<file path="src/inc/slc_pkg.sv">
// Constants of the link configuration register bank.
// Assumes a 40 MHz core clock and byte-wide register access.
package slc_pkg;
	// ==========================================
	// Register offsets
	localparam logic [7:0] OFS_TIMING = 8'h13;
	localparam logic [7:0] OFS_LEVEL = 8'h14;
	localparam logic [7:0] OFS_TRIG = 8'h15;
	localparam logic [7:0] OFS_RSVD = 8'h16;
	// ==========================================
	// Field positions
	localparam int B_LACK = 7;
	localparam int B_SHS = 5;
	localparam int B_MRS = 2;
	localparam int B_STO = 0;
	localparam int B_LVL = 4;
	localparam int B_RWD = 0;
	localparam int B_DTD = 7;
	localparam int B_CPT = 5;
	localparam int B_RPE = 4;
	localparam int B_RNE = 3;
	// ==========================================
	// Reset values
	localparam logic RST_LACK = 1'h1;
	localparam logic [1:0] RST_SHS = 2'h1;
	localparam logic [2:0] RST_MRS = 3'h5;
	localparam logic [1:0] RST_STO = 2'h2;
	localparam logic [3:0] RST_LVL = 4'ha;
	localparam logic RST_RWD = 1'h0;
	localparam logic RST_DTD = 1'h0;
	localparam logic [1:0] RST_CPT = 2'h2;
	localparam logic RST_RPE = 1'h1;
	localparam logic RST_RNE = 1'h0;
	localparam logic [7:0] RST_RSVD = 8'h00;
	// Fixed patterns of the reserved slices
	localparam logic [2:0] LVL_RSV = 3'h0;
	localparam logic [2:0] TRIG_RSV = 3'h2;
	// ==========================================
	// Codes
	localparam logic [3:0] LVL_MIN = 4'h1;
	localparam logic [3:0] LVL_MAX = 4'ha;
	localparam logic [1:0] STO_OFF = 2'h3;
	localparam logic [1:0] CPT_NEVER = 2'h0;
	localparam logic [1:0] CPT_ALWAYS = 2'h1;
	localparam logic [1:0] CPT_DE_LOW = 2'h2;
	localparam logic [1:0] CPT_HS_LOW = 2'h3;
	// ==========================================
	// Timing; least times round up
	localparam int CLK_MHZ = 40;
	localparam int SU0_NS = 352;
	localparam int HD0_NS = 117;
	localparam int SU1_NS = 469;
	localparam int HD1_NS = 234;
	localparam int SU2_NS = 938;
	localparam int HD2_NS = 352;
	localparam int SU3_NS = 1046;
	localparam int HD3_NS = 469;
	localparam int TMO0_US = 64;
	localparam int TMO1_US = 256;
	localparam int TMO2_US = 1024;
	localparam int TMO0_CYC = TMO0_US * CLK_MHZ;
	function automatic logic [5:0] ns2cyc(input int ns);
		ns2cyc = 6'((ns * CLK_MHZ + 999) / 1000);
	endfunction
endpackage

</file>
<file path="src/design/slc_config_regs.sv">
// Link configuration register bank: bridge timing, coax level,
// packet trigger and reverse-channel enables.
// Assumes the control channel delivers byte accesses in core_clk.
//
// How it works
// - Local ack bit set: slave acks locally when forward channel down.
// - Two-bit field picks I2C setup/hold pair; resets to 01.
// - Three-bit field picks master bit rate, 8.47 to 837 kbps.
// - Timeout field: 64, 256, 1024 us, or none; resets to 10.
// - Level code 1..10 gives 50..500 mV; other codes must not be written.
// - Level register bit 0 at 1 disables wake receiver and remote wake.
// - Trigger-disable bit 0 lets data enable start packets in fast mode.
// - Control packets in fast mode: never, always, data enable low, hsync low.
// - Positive coax wire reverse channel enabled by its bit, resets 1.
// - Negative coax wire reverse channel enabled by its bit, resets 0.
`timescale 1ns/1ps
module slc_config_regs #(
	parameter int TMO1_CYC = slc_pkg::TMO1_US * slc_pkg::CLK_MHZ,
	parameter int TMO2_CYC = slc_pkg::TMO2_US * slc_pkg::CLK_MHZ
) (
	input wire logic core_clk, // 40 MHz clock
	input wire logic rst_n, // Async reset
	input wire logic [7:0] reg_addr, // Register address
	input wire logic reg_wr, // Write strobe
	input wire logic [7:0] reg_wdata, // Write data
	input wire logic reg_rd, // Read strobe
	output logic [7:0] reg_rdata, // Read data, held
	input wire logic ack_request, // Slave must answer
	input wire logic fwd_unavailable, // Forward channel down
	input wire logic high_bw_mode, // High-bandwidth mode
	input wire logic data_enable_input, // Video DE
	input wire logic horizontal_sync, // Video HS
	input wire logic coax_mode, // Coax cable in use
	output logic slave_local_ack, // Local ack
	output logic [1:0] slave_setup_hold_select, // Field
	output logic [5:0] setup_cycles, // Setup time
	output logic [5:0] hold_cycles, // Hold time
	output logic [2:0] master_rate_select, // Field
	output logic [1:0] slave_remote_timeout, // Field
	output logic timeout_enable, // Timeout active
	output logic [15:0] timeout_cycles, // Timeout length
	output logic [3:0] coax_level_code, // Level field
	output logic remote_wake_disable, // Field
	output logic wake_rx_enable, // Wake receiver on
	output logic de_trigger_disable, // Field
	output logic [1:0] control_packet_trigger, // Field
	output logic de_packet_trigger, // DE starts packet
	output logic control_signal_packets_packet_send, // Control packet
	output logic reverse_positive_enable, // Field
	output logic reverse_negative_enable, // Field
	output logic rev_pos_rx, // Receive on + wire
	output logic rev_neg_rx // Receive on - wire
);
	// ==========================================
	// State
	typedef struct packed {
		logic lack;
		logic [1:0] shs;
		logic [2:0] mrs;
		logic [1:0] sto;
		logic [3:0] lvl;
		logic rwd;
		logic dtd;
		logic [1:0] cpt;
		logic rpe;
		logic rne;
		logic [7:0] rsvd;
		logic [7:0] rdata;
		logic ack;
		logic [5:0] su;
		logic [5:0] hd;
		logic [15:0] tmo;
		logic dep;
		logic cps;
		logic rpx;
		logic rnx;
	} slc_state_t;

	slc_state_t s_q, s_d;
	logic [7:0] rd_byte;

	// ==========================================
	// Read mux; reserved slices read as their fixed patterns
	always_comb begin
		case (reg_addr)
		slc_pkg::OFS_TIMING: begin
			rd_byte = {s_q.lack, s_q.shs, s_q.mrs, s_q.sto};
		end
		slc_pkg::OFS_LEVEL: begin
			rd_byte = {s_q.lvl, slc_pkg::LVL_RSV, s_q.rwd};
		end
		slc_pkg::OFS_TRIG: begin
			rd_byte = {s_q.dtd, s_q.cpt, s_q.rpe, s_q.rne,
				slc_pkg::TRIG_RSV};
		end
		slc_pkg::OFS_RSVD: begin
			rd_byte = s_q.rsvd;
		end
		default: begin
			rd_byte = 8'h00;
		end
		endcase
	end

	// ==========================================
	// Next state
	always_comb begin
		logic [3:0] wl;
		wl = reg_wdata[slc_pkg::B_LVL +: 4];
		s_d = s_q;
		if (reg_wr) begin
			case (reg_addr)
			slc_pkg::OFS_TIMING: begin
				s_d.lack = reg_wdata[slc_pkg::B_LACK];
				s_d.shs = reg_wdata[slc_pkg::B_SHS +: 2];
				s_d.mrs = reg_wdata[slc_pkg::B_MRS +: 3];
				s_d.sto = reg_wdata[slc_pkg::B_STO +: 2];
			end
			slc_pkg::OFS_LEVEL: begin
				// Forbidden codes could overdrive the line; keep old
				if (wl >= slc_pkg::LVL_MIN && wl <= slc_pkg::LVL_MAX) begin
					s_d.lvl = wl;
				end
				s_d.rwd = reg_wdata[slc_pkg::B_RWD];
			end
			slc_pkg::OFS_TRIG: begin
				s_d.dtd = reg_wdata[slc_pkg::B_DTD];
				s_d.cpt = reg_wdata[slc_pkg::B_CPT +: 2];
				s_d.rpe = reg_wdata[slc_pkg::B_RPE];
				s_d.rne = reg_wdata[slc_pkg::B_RNE];
			end
			slc_pkg::OFS_RSVD: begin
				s_d.rsvd = reg_wdata;
			end
			default: begin
			end
			endcase
		end
		if (reg_rd) begin
			s_d.rdata = rd_byte;
		end
		s_d.ack = ack_request & fwd_unavailable & s_q.lack;
		case (s_q.shs)
		2'h0: begin
			s_d.su = slc_pkg::ns2cyc(slc_pkg::SU0_NS);
			s_d.hd = slc_pkg::ns2cyc(slc_pkg::HD0_NS);
		end
		2'h1: begin
			s_d.su = slc_pkg::ns2cyc(slc_pkg::SU1_NS);
			s_d.hd = slc_pkg::ns2cyc(slc_pkg::HD1_NS);
		end
		2'h2: begin
			s_d.su = slc_pkg::ns2cyc(slc_pkg::SU2_NS);
			s_d.hd = slc_pkg::ns2cyc(slc_pkg::HD2_NS);
		end
		default: begin
			s_d.su = slc_pkg::ns2cyc(slc_pkg::SU3_NS);
			s_d.hd = slc_pkg::ns2cyc(slc_pkg::HD3_NS);
		end
		endcase
		case (s_q.sto)
		2'h0: begin
			s_d.tmo = 16'(slc_pkg::TMO0_CYC);
		end
		2'h1: begin
			s_d.tmo = 16'(TMO1_CYC);
		end
		2'h2: begin
			s_d.tmo = 16'(TMO2_CYC);
		end
		default: begin
			s_d.tmo = 16'h0000;
		end
		endcase
		s_d.dep = high_bw_mode & ~s_q.dtd & data_enable_input;
		case (s_q.cpt)
		slc_pkg::CPT_NEVER: begin
			s_d.cps = 1'b0;
		end
		slc_pkg::CPT_ALWAYS: begin
			s_d.cps = high_bw_mode;
		end
		slc_pkg::CPT_DE_LOW: begin
			s_d.cps = high_bw_mode & ~data_enable_input;
		end
		default: begin
			s_d.cps = high_bw_mode & ~horizontal_sync;
		end
		endcase
		s_d.rpx = coax_mode & s_q.rpe;
		s_d.rnx = coax_mode & s_q.rne;
	end

	always_ff @(posedge core_clk or negedge rst_n) begin
		if (!rst_n) begin
			s_q <= '0;
			s_q.lack <= slc_pkg::RST_LACK;
			s_q.shs <= slc_pkg::RST_SHS;
			s_q.mrs <= slc_pkg::RST_MRS;
			s_q.sto <= slc_pkg::RST_STO;
			s_q.lvl <= slc_pkg::RST_LVL;
			s_q.rwd <= slc_pkg::RST_RWD;
			s_q.dtd <= slc_pkg::RST_DTD;
			s_q.cpt <= slc_pkg::RST_CPT;
			s_q.rpe <= slc_pkg::RST_RPE;
			s_q.rne <= slc_pkg::RST_RNE;
			s_q.rsvd <= slc_pkg::RST_RSVD;
		end else begin
			s_q <= s_d;
		end
	end

	// ==========================================
	// Outputs
	assign reg_rdata = s_q.rdata;
	assign slave_local_ack = s_q.ack;
	assign slave_setup_hold_select = s_q.shs;
	assign setup_cycles = s_q.su;
	assign hold_cycles = s_q.hd;
	assign master_rate_select = s_q.mrs;
	assign slave_remote_timeout = s_q.sto;
	assign timeout_enable = (s_q.sto != slc_pkg::STO_OFF);
	assign timeout_cycles = s_q.tmo;
	assign coax_level_code = s_q.lvl;
	assign remote_wake_disable = s_q.rwd;
	assign wake_rx_enable = ~s_q.rwd;
	assign de_trigger_disable = s_q.dtd;
	assign control_packet_trigger = s_q.cpt;
	assign de_packet_trigger = s_q.dep;
	assign control_signal_packets_packet_send = s_q.cps;
	assign reverse_positive_enable = s_q.rpe;
	assign reverse_negative_enable = s_q.rne;
	assign rev_pos_rx = s_q.rpx;
	assign rev_neg_rx = s_q.rnx;
endmodule

</file>
<file path="config.mk">
export PLATFORM = sky130hd
export DESIGN_NAME = slc_config_regs
export DESIGN_NICKNAME = d
export VERILOG_FILES = /design/src/inc/slc_pkg.sv /design/src/design/slc_config_regs.sv
export SDC_FILE = /design/constraint.sdc
export NUM_CORES = 1
export LEC_CHECK = 0
export BUFFER_PORTS_ARGS = -buffer_cell sky130_fd_sc_hd__buf_4
export CAP_MARGIN = 10
export CORE_ASPECT_RATIO = 0.9
export CORE_MARGIN = 2
export CORE_UTILIZATION = 45
export DETAILED_ROUTE_END_ITERATION = 8
export MAX_ROUTING_LAYER = met4
export PLACE_DENSITY = 0.74
export SLEW_MARGIN = 10
export SYNTH_ARGS = -nofsm -noshare
export SYNTH_HDL_FRONTEND = slang
export SYNTH_SLANG_ARGS = --single-unit
</file>
<file path="constraint.sdc">
create_clock -name core_clk -period 1.4 [get_ports core_clk]
set_clock_uncertainty 0.15 [all_clocks]
set_input_delay 0.14 -clock core_clk [delete_from_list [all_inputs] [get_ports core_clk]]
set_output_delay 0.14 -clock core_clk [all_outputs]
set_load 0.03 [all_outputs]
</file>
# [Word-level counts from Yosys, hierarchy flattened]
# Index checks and enable logic that the tools add are counted.
[word_totals] regBits=67 output_inout_bits=60 input_bits=26
[op_classes] mux=4 n_eq_ne=11 n_reduce_logical=9 magnitude_cmp=2 n_bitwise=12
[ops] op="16-bit one-hot mux with 3 select lines" count=1
[ops] op="12-bit one-hot mux with 3 select lines" count=1
[ops] op="8-bit by 5-bit equality test with 1-bit output, second input constant" count=4
[ops] op="8-bit one-hot mux with 4 select lines" count=1
[ops] op="1-bit AND" count=8
[ops] op="2-bit AND reduction" count=4
[ops] op="2-bit by 1-bit equality test with 1-bit output, second input constant" count=3
[ops] op="2-bit equality test, second input constant" count=3
[ops] op="2-bit logical NOT" count=3
[ops] op="4-bit by 1-bit >= comparator with 1-bit output, second input constant" count=1
[ops] op="4-bit <= comparator, second input constant" count=1
[ops] op="1-bit NOT" count=4
[ops] op="1-bit one-hot mux with 3 select lines" count=1
[ops] op="3-bit AND reduction" count=1
[ops] op="2-bit inequality test, second input constant" count=1
[ops] op="1-bit logical AND" count=1

# [Depth between registers and ports, before layout]
[depth] word_depth=3 depth_mapped=6 depth_no_buf=4

# [Least setup slack after synthesis]
# No wires, ideal clock.
[synth_path] path_type="input -> register" startpoint="input port reg_addr[5]" endpoint="register s_q, in the netlist master_rate_select[1]" setup_time_ns=0.125 required_ns=1.125 arrival_ns=1.190 cell_stages=4 slack_ns=-0.064 path_cell_list="or3b_4 -> nor3_4 -> nand4_4 -> mux2_2"
[synth_via] elab_chain_cells=2
[synth_rtl] element="start, declared" line="slc_config_regs.sv:23" source="input wire logic [7:0] reg_addr,"
[synth_rtl] element="8-bit by 5-bit equality test with 1-bit output" line="slc_config_regs.sv:112" source="case (reg_addr)"
[synth_rtl] element="2-bit AND reduction (no source line)"
[synth_rtl] element="end, declared" line="slc_config_regs.sv:79" source="slc_state_t s_q, s_d;"
# Every way passes these cells.
# A chain may end at the register's enable or synchronous reset.

# [Worst setup path after layout]
[layout_path] startpoint="register s_q, in the netlist slave_remote_timeout[1]" endpoint="output port timeout_enable"
[layout_via] elab_chain_cells=1
[layout_rtl] element="2-bit inequality test" line="slc_config_regs.sv:222" source="assign timeout_enable = (s_q.sto != slc_pkg::STO_OFF);"
[layout_rtl] element="end, declared" line="slc_config_regs.sv:40" source="output logic timeout_enable,"
# Every way passes these cells.

==> summary.md <==
| Metric | Value |
|---|---|
| Status | finished with violations |
| Failing checks | negative setup slack |
| Worst reg-to-reg path cell count | 4 |
| Worst-path clk slew | around 0.10 ns |
| Top Metal Used | met4 |
| MaxCap Viol Count | 0 |
| Ys flop type | dfrtp_1 |
| Post-Synth XOR/XNOR Area | 0.314% |
| DRT antenna net count | 0 |
| Unrepaired setup endpoints after global routing | true |
| Worst-path fanout max | 2 |
| Most frequent cells after synthesis | 50 x buf_4, 44 x dfrtp_1, 24 x mux2_2, 20 x inv_1, 12 x nor2_1 |
| Crit path capture type | output pin |
| WL met2 | 2.99 mm |
| Hold Startpoint | reg_wdata[4] |
| Setup-failing EPs final | 5 |
| IO Count | 86 |
| WP data required | 1.11 ns |
| Initial core utilization | 46.1% |
| Final #Nets | 359 |
| Total CTS buffers | 5 |
| Syn Inst Count | 251 |
| Pleak | 0.00177 µW |
| Dpl ws | -0.340 ns |
| First-pass iteration count of the detailed router | 4 |
| Yosys cell types | 35 |
| Inserted Diodes | 0 |
| Synth area leaders | dfrtp_1 39%, buf_4 13%, mux2_2 9.7% |
| Initial drt markers | 128 |
| Final Power | approximately 3500 µW |
| Critical Path Start | slave_remote_timeout[1] |
| Largest family of logic cells by synthesized area | buffers and inverters |
| Core area | around 6000 µm² |
| Largest area contributor in the netlist | dfrtp_1 |
| Largest net degree at the start of global routing | 32 |
| Final WS setup | -0.0612 ns |
| CTS tree | done |
| Synth Cell Area | 2790 µm² |
| Post-synthesis compound-gate area fraction | 10.0% |
| RR Startpoint | coax_level_code[2] |
| Startpoint Class | flop |
| Final min period | 1.46 ns |
| Vias in the first global route | 1804 |
| Top-count cell post-synth | buf_4 |
| Die Y | 78.7 µm |
| Max Clock Freq | 0.684 GHz |
| Post-synth EDFFs | 0 |
| Vias | 1966 |
| Clk_lat worst skew | 0.30 ns |
| Sequential-to-total area share from yosys stat | 47.9% |
| Max IR drop VDD | 0.352 mV |
| Fin util | 59.9% |
| Max Slew Vio Count | 0 |
| Asr flop ratio synth | 100% |
| Post-Synth Simple-Gate Area | 9.37% |
| Mux cell area share after synthesis | 9.69% |
| Syn_area_per_cell | 11.1 µm² |
| GP Congestion | 0.846 |
| Worst Hold Path Cells | 2 |
| First-pass GRT wire length | 9.09 mm |
| WL met3 | approximately 240 µm |
| Worst Hold Class | in2reg |
| H-tree lvl count | 2 |
| CP Class | reg2out |
| Share of cells above drive strength 1 | slightly below 50% |
| Post-synthesis adder-cell area fraction | 4.48% |
| DRC viols | 0 |
| Synthesized flop and latch total | 53 |
| Post-DP HPWL | 4.38 mm |
| Routed wire per std cell | 14.8 µm |
| Initial antenna violation count | 0 |
| Critical Path AT | 1.17 ns |
| Syn. warnings | 0 |
| Row cnt | 27 |
| PD cells | roughly 970 nW/µm² |
| Tot GR Track Use | 17.6% |
| Fin. Hold Viols | 0 |
| Tcrit/Tclk final | 104% |
| CTS root buf | clkbuf_8 |
| WL met1 | about 2.5 mm |
| Global route overflow | 0 |
| Die width | 87 µm |
| Die ar. | 6850 µm² |
| Clock buffer depth | 2 |
| Area Growth Syn to Fin | 29.8% |
| Synth top area share | 39.5% |
| TritonCTS sink count | 53 |
| Via density | 4.96 |
| Port Buffers | 72 |
| Final WL | 5.87 mm |
-- layout by cell type (no fill, tap or decap), types with 9 or more instances in the layout --
cell	synthesis	routed
buf_4	50	88
inv_1	20	19
mux2_2	24	22
nand2_1	11	10
dfrtp_1	44	44
buf_6	1	11
conb_1	2	14
nor2_1	12	12
dlygate4sd3_1	0	13
dfstp_2	9	9
-- path summary, 6_finish.rpt --
check	to	slack (ns)
worst min register to register	de_packet_trigger	0.34
worst max-delay path	timeout_enable	-0.06
max in group asynchronous	reg_rdata[4]	0.49
worst max register to register	reg_rdata[6]	-0.05
worst min-delay path	s_q[45]	0.01
min in group asynchronous	s_q[46]	0.16
-- report_power, final --
group | switching (µW) | internal (µW)
registers | 50.7 | 1620
logic | 428 | 346
clock network | 523 | 536
total | 1000 | 2500
-- through the flow --
step | area [µm²] | hold WS [ns] | cells | TNS (ns)
2_1_floorplan | 2840 | -0.306 | 263 | -0.757
3_3_place_gp | 3230 | -0.0457 | 370 | -7.05
3_5_place_dp | 3230 | -0.0441 | 370 | -8.43
4_1_cts | 3550 | 0.000198 | 394 | -0.193
5_1_grt | 3620 | 0.00772 | 396 | -0.465
6_report | 3620 | 0.00973 | 396 | -0.190
-- cell type report --
| class | instances | area, µm² |
|---|---|---|
| Clock inverter | 3 | 46.3 |
| Inverter | 20 | 75.1 |
| Multi-Input combinational cell | 130 | 1070 |
| Clock buffer | 5 | 68.8 |
| Timing Repair Buffer | 113 | 935 |
| Fill cell | 483 | 2420 |
| Tap cell | 72 | 90.1 |
| Sequential cell | 53 | 1340 |
-- critical path: stages, from the launching register on --
cell and delay (ns):
dfstp_2 0.57, ha_4 0.14, inv_2 0.03, buf_6 0.12
-- logic make-up after synthesis --
logic type,Yosys count
fa+ha+maj,10
flops,53
mux,24
compound gates,38
xor+xnor,1
simple gates,43
other cells,2
buf+inv,80
-- state kept, by name, summed over array words and instances (netlist names) --
register and flops:
slave_setup_hold_select 2, de_trigger_disable 1, reverse_positive_enable 1, coax_level_code 4, reg_rdata 8, rev_pos_rx 1
control_signal_packets_packet_send 1, slave_local_ack 1, rev_neg_rx 1, slave_remote_timeout 2, setup_cycles 6, remote_wake_disable 1
control_packet_trigger 2, s_q 9, de_packet_trigger 1, master_rate_select 3, reverse_negative_enable 1, hold_cycles 4
timeout_cycles 4
-- routing by layer --
metal,global-route usage (%),vias up
li1,-,925
met1,23.3,969
met2,27.9,66
met3,2.70,6
met4,5.63,0
met5,-,-
-- timing repair --
item | 4_1_cts | 5_1_grt
pin swaps | 3 | 3
hold buffers | 14 | 0
setup buffers | 2 | 4
endpoints found under the hold margin | 82 | 0
resized for setup | 13 | 15
cloned | 0 | 0
endpoints found under the setup margin | 8 | 18
Note: power is estimated with default switching activity, not from simulation.
